--- src/pvd_params.svh ---
`ifndef PVD_PARAMS_SVH
`define PVD_PARAMS_SVH

// ************************************************************
// register offsets, byte addresses in configuration space
// ************************************************************
`define PVD_OFF_VC0_STATUS     12'h11A
`define PVD_OFF_VC1_CAP        12'h11C
`define PVD_OFF_VC1_CTRL       12'h120
`define PVD_OFF_VC1_STATUS     12'h126
`define PVD_OFF_LINK_DECL_HDR  12'h140
`define PVD_OFF_ELEM_SELF_DESC 12'h144

// ************************************************************
// reset values
// ************************************************************
`define PVD_RST_VC0_STATUS     16'h0002
`define PVD_RST_VC1_CAP        32'h00000000
`define PVD_RST_VC1_CTRL       32'h00000000
`define PVD_RST_VC1_STATUS     16'h0000
`define PVD_RST_LINK_DECL_HDR  32'h00010005
`define PVD_RST_ELEM_SELF_DESC 32'h02000100

// ************************************************************
// field positions and fixed field values
// ************************************************************
`define PVD_NEG_BIT            1
`define PVD_NEXT_CAP_PTR       12'h000
`define PVD_DECL_VERSION       4'h1
`define PVD_EXT_CAP_CODE       16'h0005
`define PVD_PORT_INDEX         8'h02
`define PVD_COMP_ID_RST        8'h00
`define PVD_COMP_ID_LSB        16
`define PVD_COMP_ID_LANE       2
`define PVD_LINK_ENTRY_COUNT   8'h01
`define PVD_NODE_KIND          4'h0

// ************************************************************
// timing counts
// ************************************************************
`define PVD_READ_LATENCY       1

`endif

--- src/pvd_pkg.sv ---
package pvd_pkg;

  // negotiation progress of channel zero
  typedef enum logic {
    PVD_NEG_PENDING,
    PVD_NEG_DONE
  } pvd_neg_state_t;

  // which register dword a read selects
  typedef enum logic [2:0] {
    PVD_SEL_NONE,
    PVD_SEL_VC0_STATUS,
    PVD_SEL_VC1_CAP,
    PVD_SEL_VC1_CTRL,
    PVD_SEL_VC1_STATUS,
    PVD_SEL_DECL_HDR,
    PVD_SEL_SELF_DESC
  } pvd_sel_t;

  typedef logic [11:0] pvd_addr_t;
  typedef logic [31:0] pvd_data_t;
  typedef logic [3:0]  pvd_be_t;

endpackage

--- src/pvd_wo_if.sv ---
`timescale 1ns/1ps

// ************************************************************
// write-once field carrier
// ************************************************************
interface pvd_wo_if #(parameter int W = 8);
  logic         wr_en;  // one-cycle write strobe
  logic [W-1:0] wdata;  // value offered by the write
  logic [W-1:0] value;  // current field content
  logic         locked; // first write already taken

  modport owner (output wr_en, output wdata, input value, input locked);
  modport field (input wr_en, input wdata, output value, output locked);
endinterface

--- src/pvd_write_once.sv ---
`timescale 1ns/1ps
`include "pvd_params.svh"

module pvd_write_once #(
  parameter int W = 8,
  parameter logic [W-1:0] RST_VAL = '0
)
(
  input wire logic sys_clk,
  input wire logic rst,
  pvd_wo_if.field  wo
);
  import pvd_pkg::*;

  // ************************************************************
  // field state
  // ************************************************************
  logic [W-1:0] value_q;  // stored field
  logic [W-1:0] value_d;
  logic         locked_q; // set by the first write, held until reset
  logic         locked_d;

  // next value: only the first write lands
  always_comb
  begin
    value_d  = value_q;
    locked_d = locked_q;
    if (wo.wr_en && !locked_q)
    begin
      value_d  = wo.wdata;
      locked_d = 1'b1;
    end
  end

  // registers
  always_ff @(posedge sys_clk or posedge rst)
  begin
    if (rst)
    begin
      value_q  <= RST_VAL;
      locked_q <= 1'b0;
    end
    else
    begin
      value_q  <= value_d;
      locked_q <= locked_d;
    end
  end

  assign wo.value  = value_q;
  assign wo.locked = locked_q;
endmodule

--- src/pvd_regs.sv ---
// Overview of operation
// - status bit 1 shows channel zero negotiating
// - flag sets on reset, disable, link down
// - flag clears only on leaving FC_INIT2
// - channel one registers all read zero
// - declaration header next pointer reads zero
// - declaration header version reads one
// - declaration header capability code is 0005h
// - self description port index reads 02h
// - component identifier resets zero, writable once
// - self description reports one link entry
// - node kind zero, bits 7:4 zero
// - status reserved bits read zero, 0002h reset
`timescale 1ns/1ps
`include "pvd_params.svh"

module pvd_regs
(
  input  wire logic            sys_clk,
  input  wire logic            rst,
  input  wire pvd_pkg::pvd_addr_t cfg_addr,
  input  wire logic            cfg_rd,
  input  wire logic            cfg_wr,
  input  wire pvd_pkg::pvd_be_t   cfg_be,
  input  wire pvd_pkg::pvd_data_t cfg_wdata,
  output logic [31:0]          cfg_rdata,
  output logic                 cfg_rvalid,
  input  wire logic            vc0_disabled,
  input  wire logic            dl_down,
  input  wire logic            fc_init2_exit,
  output logic                 channel_zero_negotiating
);
  import pvd_pkg::*;

  // ************************************************************
  // dword decode constants
  // ************************************************************
  // printed offsets are byte addresses; the 16-bit status
  // registers sit in the upper half of their dword
  localparam pvd_addr_t OFF_VC0_STATUS = `PVD_OFF_VC0_STATUS;
  localparam pvd_addr_t OFF_VC1_CAP    = `PVD_OFF_VC1_CAP;
  localparam pvd_addr_t OFF_VC1_CTRL   = `PVD_OFF_VC1_CTRL;
  localparam pvd_addr_t OFF_VC1_STATUS = `PVD_OFF_VC1_STATUS;
  localparam pvd_addr_t OFF_DECL_HDR   = `PVD_OFF_LINK_DECL_HDR;
  localparam pvd_addr_t OFF_SELF_DESC  = `PVD_OFF_ELEM_SELF_DESC;

  // ************************************************************
  // negotiation state
  // ************************************************************
  pvd_neg_state_t neg_state_q; // channel zero progress
  pvd_neg_state_t neg_state_d;
  logic           neg_flag_q;  // registered copy for the pin
  logic           neg_flag_d;

  // next state: a set condition always beats the clear event,
  // so a link drop in the exit cycle leaves the flag pending
  always_comb
  begin
    neg_state_d = neg_state_q;
    case (neg_state_q)
      PVD_NEG_PENDING:
      begin
        // leave only on a clean FC_INIT2 exit
        if (fc_init2_exit && !vc0_disabled && !dl_down)
          neg_state_d = PVD_NEG_DONE;
      end
      PVD_NEG_DONE:
      begin
        // disable or DL_Down restarts negotiation
        if (vc0_disabled || dl_down)
          neg_state_d = PVD_NEG_PENDING;
      end
      default:
        neg_state_d = PVD_NEG_PENDING;
    endcase
    neg_flag_d = (neg_state_d == PVD_NEG_PENDING);
  end

  // negotiation registers; reset lands in pending
  always_ff @(posedge sys_clk or posedge rst)
  begin
    if (rst)
    begin
      neg_state_q <= PVD_NEG_PENDING;
      neg_flag_q  <= 1'b1;
    end
    else
    begin
      neg_state_q <= neg_state_d;
      neg_flag_q  <= neg_flag_d;
    end
  end

  // ************************************************************
  // write-once component identifier
  // ************************************************************
  pvd_wo_if #(.W(8)) comp_id_if ();

  // only byte lane 2 of the self description dword carries a
  // writable field; every other written bit is dropped quietly
  assign comp_id_if.wr_en = cfg_wr && cfg_be[`PVD_COMP_ID_LANE]
                            && (cfg_addr[11:2] == OFF_SELF_DESC[11:2]);
  assign comp_id_if.wdata = cfg_wdata[`PVD_COMP_ID_LSB +: 8];

  // holds the first value written until the next reset
  pvd_write_once #(
    .W       (8),
    .RST_VAL (`PVD_COMP_ID_RST)
  ) u_comp_id (
    .sys_clk (sys_clk),
    .rst     (rst),
    .wo      (comp_id_if.field)
  );

  // ************************************************************
  // read path
  // ************************************************************
  pvd_sel_t  rd_sel;       // decoded dword
  pvd_data_t rd_word;      // assembled dword
  logic [31:0] rdata_q;    // read data held to the next read
  logic [31:0] rdata_d;
  logic        rvalid_q;   // one-cycle read answer
  logic        rvalid_d;

  // address decode on dword boundary
  always_comb
  begin
    rd_sel = PVD_SEL_NONE;
    case (cfg_addr[11:2])
      OFF_VC0_STATUS[11:2]: rd_sel = PVD_SEL_VC0_STATUS;
      OFF_VC1_CAP[11:2]:    rd_sel = PVD_SEL_VC1_CAP;
      OFF_VC1_CTRL[11:2]:   rd_sel = PVD_SEL_VC1_CTRL;
      OFF_VC1_STATUS[11:2]: rd_sel = PVD_SEL_VC1_STATUS;
      OFF_DECL_HDR[11:2]:   rd_sel = PVD_SEL_DECL_HDR;
      OFF_SELF_DESC[11:2]:  rd_sel = PVD_SEL_SELF_DESC;
      default:              rd_sel = PVD_SEL_NONE;
    endcase
  end

  // dword contents; unmapped dwords read zero
  always_comb
  begin
    rd_word = 32'h00000000;
    case (rd_sel)
      PVD_SEL_VC0_STATUS:
      begin
        // reserved bits 15:2 and 0 stay zero
        rd_word[31:16] = `PVD_RST_VC0_STATUS & 16'h0000;
        rd_word[16 + `PVD_NEG_BIT] = neg_flag_q;
      end
      PVD_SEL_VC1_CAP:
        rd_word = `PVD_RST_VC1_CAP;
      PVD_SEL_VC1_CTRL:
        rd_word = `PVD_RST_VC1_CTRL;
      PVD_SEL_VC1_STATUS:
        rd_word[31:16] = `PVD_RST_VC1_STATUS;
      PVD_SEL_DECL_HDR:
      begin
        rd_word[31:20] = `PVD_NEXT_CAP_PTR;
        rd_word[19:16] = `PVD_DECL_VERSION;
        rd_word[15:0]  = `PVD_EXT_CAP_CODE;
      end
      PVD_SEL_SELF_DESC:
      begin
        rd_word[31:24] = `PVD_PORT_INDEX;
        rd_word[23:16] = comp_id_if.value;
        rd_word[15:8]  = `PVD_LINK_ENTRY_COUNT;
        rd_word[7:4]   = 4'h0;
        rd_word[3:0]   = `PVD_NODE_KIND;
      end
      default:
        rd_word = 32'h00000000;
    endcase
  end

  // read data is held between reads so slow masters may sample late
  always_comb
  begin
    rdata_d  = rdata_q;
    rvalid_d = cfg_rd;
    if (cfg_rd)
      rdata_d = rd_word;
  end

  // read registers
  always_ff @(posedge sys_clk or posedge rst)
  begin
    if (rst)
    begin
      rdata_q  <= 32'h00000000;
      rvalid_q <= 1'b0;
    end
    else
    begin
      rdata_q  <= rdata_d;
      rvalid_q <= rvalid_d;
    end
  end

  // outputs straight from flip-flops
  assign cfg_rdata                = rdata_q;
  assign cfg_rvalid               = rvalid_q;
  assign channel_zero_negotiating = neg_flag_q;
endmodule

--- config.mk ---
export PLATFORM = sky130hd
export DESIGN_NAME = pvd_regs
export DESIGN_NICKNAME = d
export VERILOG_FILES = /design/src/pvd_pkg.sv /design/src/pvd_wo_if.sv /design/src/pvd_write_once.sv /design/src/pvd_regs.sv
export VERILOG_INCLUDE_DIRS = /design/src
export SDC_FILE = /design/constraint.sdc
export NUM_CORES = 1
export LEC_CHECK = 0
export BUFFER_PORTS_ARGS = -buffer_cell sky130_fd_sc_hd__buf_2
export CORE_UTILIZATION = 42
export CTS_CLUSTER_DIAMETER = 60
export CTS_CLUSTER_SIZE = 8
export DETAILED_ROUTE_END_ITERATION = 16
export PLACE_DENSITY = 0.84
export SYNTH_ARGS = -nofsm -noshare
export SYNTH_HDL_FRONTEND = slang
export SYNTH_HIERARCHICAL = 1
export SYNTH_SLANG_ARGS = --single-unit
--- constraint.sdc ---
create_clock -name sys_clk -period 3.2 [get_ports sys_clk]
set_input_delay 0.64 -clock sys_clk [delete_from_list [all_inputs] [get_ports sys_clk]]
set_output_delay 0.64 -clock sys_clk [all_outputs]
set_load 0.02 [all_outputs]
# Word-level counts from Yosys, hierarchy flattened
# Cells that the tools add are included.
totals:
  ff_bits: 44
  inputBits: 55
  output_inout_bits: 34
  elab_cells: 32
classes:
  n_eq_ne: 9
  mux: 6
  n_bitwise: 2
  n_reduce_logical: 9
ops:
  columns: ["cell", "n"]
  rows:
  - ["10-bit by 7-bit == test with 1-bit output (second input constant)", 6]
  - ["10-bit one-hot mux with 3 select lines", 1]
  - ["3-bit one-hot mux with 6 select lines", 1]
  - ["9-bit one-hot mux with 2 select lines", 1]
  - ["3-bit == test (second input constant)", 2]
  - ["1-bit logical AND", 5]
  - ["3-bit by 1-bit == test with 1-bit output (second input constant)", 1]
  - ["1-bit zero test", 3]
  - ["1-bit 2-to-1 mux", 2]
  - ["1-bit inverter", 2]
  - ["1-bit one-hot mux with 2 select lines", 1]
  - ["1-bit logical OR", 1]

# Longest topological paths before layout
depth:
  depth_word: 6
  ltp_mapped: 6
  mapped_depth_nobuf: 5

# By module
# The synthesis kept the hierarchy.
modules_own_cells:
  columns: ["module", "instances", "cells_each", "area_per_inst_um2", "seq_area_each_um2"]
  rows:
  - ["pvd_regs", 1, 84, 799.5, 351.6]
  - ["pvd_write_once", 1, 21, 380.4, 225.2]

# Worst setup path before layout
# No wires, ideal clock.
synth_path:
  path_kind: "input port to flip-flop"
  startpoint: "input port cfg_addr[4]"
  endpoint: "register u_comp_id.value_q[0] (netlist: u_comp_id/wo.value[0])"
  setup_ns: 0.125
  arrival_time_ns: 1.751
  t_required_ns: 3.075
  path_slack_ns: 1.324
  cell_stages: 6
  path_buffers: 1
  path_cell_list: "nor3b_2 -> nand3_1 -> nor2_1 -> nor2b_4 -> buf_6 -> mux2_4"
synth_between:
  elab_chain_len: 3
synth_rtl:
  columns: ["item", "line", "source"]
  rows:
  - ["start, declared", "pvd_regs.sv:21", "input wire pvd_pkg::pvd_addr_t cfg_addr,"]
  - ["10-bit by 7-bit == test with 1-bit output", "pvd_regs.sv:102", "&& (cfg_addr[11:2] == OFF_SELF_DESC[11:2]);"]
  - ["1-bit logical AND", "pvd_regs.sv:101", "assign comp_id_if.wr_en = cfg_wr && cfg_be[`PVD_COMP_ID_LANE]"]
  - ["net comp_id_if.wr_en", "pvd_wo_if.sv:7", "logic wr_en;"]
  - ["1-bit logical AND", "pvd_write_once.sv:28", "if (wo.wr_en && !locked_q)"]
  - ["end signal, assigned", "pvd_write_once.sv:45", "value_q <= value_d;"]
  - ["end, declared", "pvd_write_once.sv:18", "logic [W-1:0] value_q;"]
# The timed path passes the listed nets, and every way through them passes these cells.
# A chain may end at the register's enable or synchronous reset.

# Worst setup path in the final report
layout_path:
  startpoint: "input port cfg_addr[4]"
  endpoint: "register u_comp_id.value_q[1] (netlist: u_comp_id/wo.value[1])"
# The elaborated chain is that of the path after synthesis.

==> results.py <==
metrics = {
    "timing": {
        "setup_ws_ps": 1309,
        "finalClockSkew_ps": 2.359,
        "maxSlewHeadroom": 0.6325,
        "rsz0062_at_grt": "no",
        "setup_viol": 0,
        "fmax_ghz": 0.5287,
        "fin_crit_ps": 1891,
        "tightest_slew_ps": 550.6,
        "hold_viol": 0,
        "slew_viol_final": 0,
        "post-route-period-util": 0.5910,
        "setup_tns_ps": 0,
    },
    "floorplanning": {
        "floorplan.rows": 18,
        "ios": 89,
        "die_area_um2": 3025,
        "initial_core_util": 0.4596,
        "die_w_um": 55,
        "die_y_um": 55,
        "core_um2": 2567,
    },
    "clocking": {
        "post-cts-setup-buffers": 0,
        "cts_hold_buf": 0,
        "h-tree-depth": 1,
        "cts_buffers": 3,
        "clk_latency_ps": 310,
        "clk_path_buf_depth": 2,
        "cts_resized": 0,
        "cts_sinks": 23,
        "cts_root_buffer": "clkbuf_4",
        "path_clk_slew_ps": 120,
        "cts_tree": "built",
    },
    "critical_path": {
        "cp-end-kind": "flop",
        "slowest_stage": "nor2b_4",
        "path_class": "input port to flop",
        "slowest_delay_ps": 350,
        "crit_path_cell_trace": "buf_2, nor3b_2, nand3_1, nor2_1, nor2b_4, mux2_4",
        "r2r_cells": 2,
        "reg2reg_to": "u_comp_id/wo.value[1]",
        "r2r-start": "u_comp_id/wo.locked",
        "critPathLaunchType": "input port",
        "crit_fanout": 8,
        "r2r_slack_ps": 2040,
        "crit_arrival_ps": 2100,
        "critical_path_required_ps": 3410,
    },
    "logic_synthesis": {
        "synth-seq-cells": 23,
        "syn_avg_cell_area_um2": 11.24,
        "ys_warn_count": 6,
        "synth_cell_type_count": 24,
        "syn_area_um2": 1180,
        "synth_top_cell_area_share": 0.4666,
        "ys_top_cells_by_area": "dfrtp_1 (47%), buf_4 (13%), mux2_4 (10%)",
        "yosys.area.top_type": "dfrtp_1",
        "syn_inst": 105,
        "seq_area_frac_synth": 0.4889,
    },
    "power": {
        "power.leakage_nw": 0.7106,
        "powerDensity_nw_per_um2": 364.5,
        "vdd_drop_max_mv": 0.2295,
    },
    "placed_design": {
        "placed_cell_area_um2": 1311,
        "dp_hpwl_um": 1579,
        "detailedPlace.worstSlack_ps": 975.9,
        "port-buffer-count": 39,
        "place.gp.congestion": 0.7185,
        "dp.cells": 170,
    },
    "drt": {
        "viasPerCell": 4.471,
        "avgRoutedWirePerCell_um": 11.07,
        "drc": 0,
        "via_count": 778,
        "drtIter0Drc": 17,
        "firstDrtPassIters": 4,
        "ant_nets": 0,
        "wl_um": 1927,
    },
    "finish": {
        "fill_cells": 226,
        "antenna-diode-count": 0,
        "final_nets": 200,
        "final_design_area_no_fill_um2": 1338,
        "fin_util": 0.5210,
        "drive_gt1_frac": 0.4028,
        "layout.cells.non_filler": 174,
        "area_growth_pct": 13.36,
    },
    "global_route": {
        "track_usage": 0.1505,
        "grt_pass1_wl_um": 3187,
        "antenna_found_initial": 0,
        "grt_overflow": 0,
        "grt_max_degree": 16,
        "grt_pass1_vias": 742,
    },
    "status": {
        "outcome": "finished clean",
    },
    "hold_path": {
        "hold_class": "input port to async pin",
    },
    "run": {
        "cap_violations": 0,
    },
}
[through the flow]
stage / hold WS [ps] / total power, mW
6_report: 266.6 / 0.4875
5_1_grt: 273.1 / 0.5123
4_1_cts: 275.0 / 0.4897
3_5_place_dp: 434.0 / 0.3605
3_3_place_gp: 411.0 / 0.3582
2_1_floorplan: 393.4 / 0.3566
[state kept, by name (all words and copies together) (netlist names)]
name,count
u_comp_id/wo.value,8
cfg_rdata,11
neg_state_q,1
channel_zero_negotiating,1
u_comp_id/wo.locked,1
cfg_rvalid,1
[critical path: cells and delay by family]
family        cells  cell delay [ps]
simple gates      4             1020
buf+inv           1              110
mux               1              330
[power breakdown]
part	leakage [nW]	switching (mW)	internal, mW
clock	0.0150	0.0842	0.0487
sequential	0.315	0.00125	0.294
combinational	0.381	0.0420	0.0175
[cell usage after synthesis, drive strengths merged]
master,count
buf,22
dfrtp,22
inv,22
mux2,8
o22ai,8
o21ai,4
nand3,2
nand4,2
nor2,2
nor2b,2
nor3b,2
and2,1
and4b,1
clkbuf,1
conb,1
dfstp,1
nand2,1
nor3,1
o221ai,1
or2,1
[logic make-up (layout without fill, tap and decap cells)]
kind of cell	count (synthesis)	count (layout)	synth area share
other	1	20	0.003178
muxes	8	8	0.1018
buffers and inverters	45	65	0.2163
DFF	23	23	0.4889
and+or+nand+nor	15	15	0.1177
AOI/OAI and AO/OA	13	13	0.07211
[cells in the final DEF, fill, tap and decap left out, drive strengths merged]
master | Yosys | final
o21ai | 4 | 4
dfstp | 1 | 1
mux2 | 8 | 8
nor3b | 2 | 2
nand2 | 1 | 1
or2 | 1 | 1
nor2 | 2 | 2
dfrtp | 22 | 22
nor2b | 2 | 2
conb | 1 | 20
buf | 22 | 39
and4b | 1 | 1
o221ai | 1 | 1
nor3 | 1 | 1
inv | 22 | 22
clkbuf | 1 | 4
o22ai | 8 | 8
nand4 | 2 | 2
and2 | 1 | 1
nand3 | 2 | 2
[cell type report]
cell class / instances / area, um2 / area share
Clock buffer: 4 / 26.28 / 0.01964
Inverter: 22 / 82.58 / 0.06174
Multi-Input combinational cell: 56 / 419.2 / 0.3134
Sequential cell: 23 / 576.8 / 0.4312
Tap cell: 30 / 37.54 / 0.02806
Timing Repair Buffer: 39 / 195.2 / 0.1459
[per-layer routing]
layer | vias to the layer above | wire, um | track usage
li1 | 375 | - | -
met1 | 355 | 772 | 0.1823
met2 | 44 | 974 | 0.2590
met3 | 4 | 146 | 0.03279
met4 | 0 | 33 | 0.05833
met5 | - | 0 | 0
[worst max path at each step]
| stage | startpoint | to | slack, ps | depth (start not counted) |
|---|---|---|---|---|
| after CTS | cfg_addr[4] | u_comp_id/wo.value[1] | 1310 | 6 |
| final | cfg_addr[4] | u_comp_id/wo.value[1] | 1310 | 6 |
| after global placement | cfg_addr[4] | u_comp_id/wo.value[0] | 1060 | 6 |
| after floorplan | cfg_addr[4] | u_comp_id/wo.value[0] | 1320 | 6 |
| after detailed placement | cfg_addr[4] | u_comp_id/wo.value[2] | 980 | 6 |
| after global routing | cfg_addr[4] | u_comp_id/wo.value[1] | 1290 | 6 |
No activity file was read; power rests on OpenSTA's default activity.
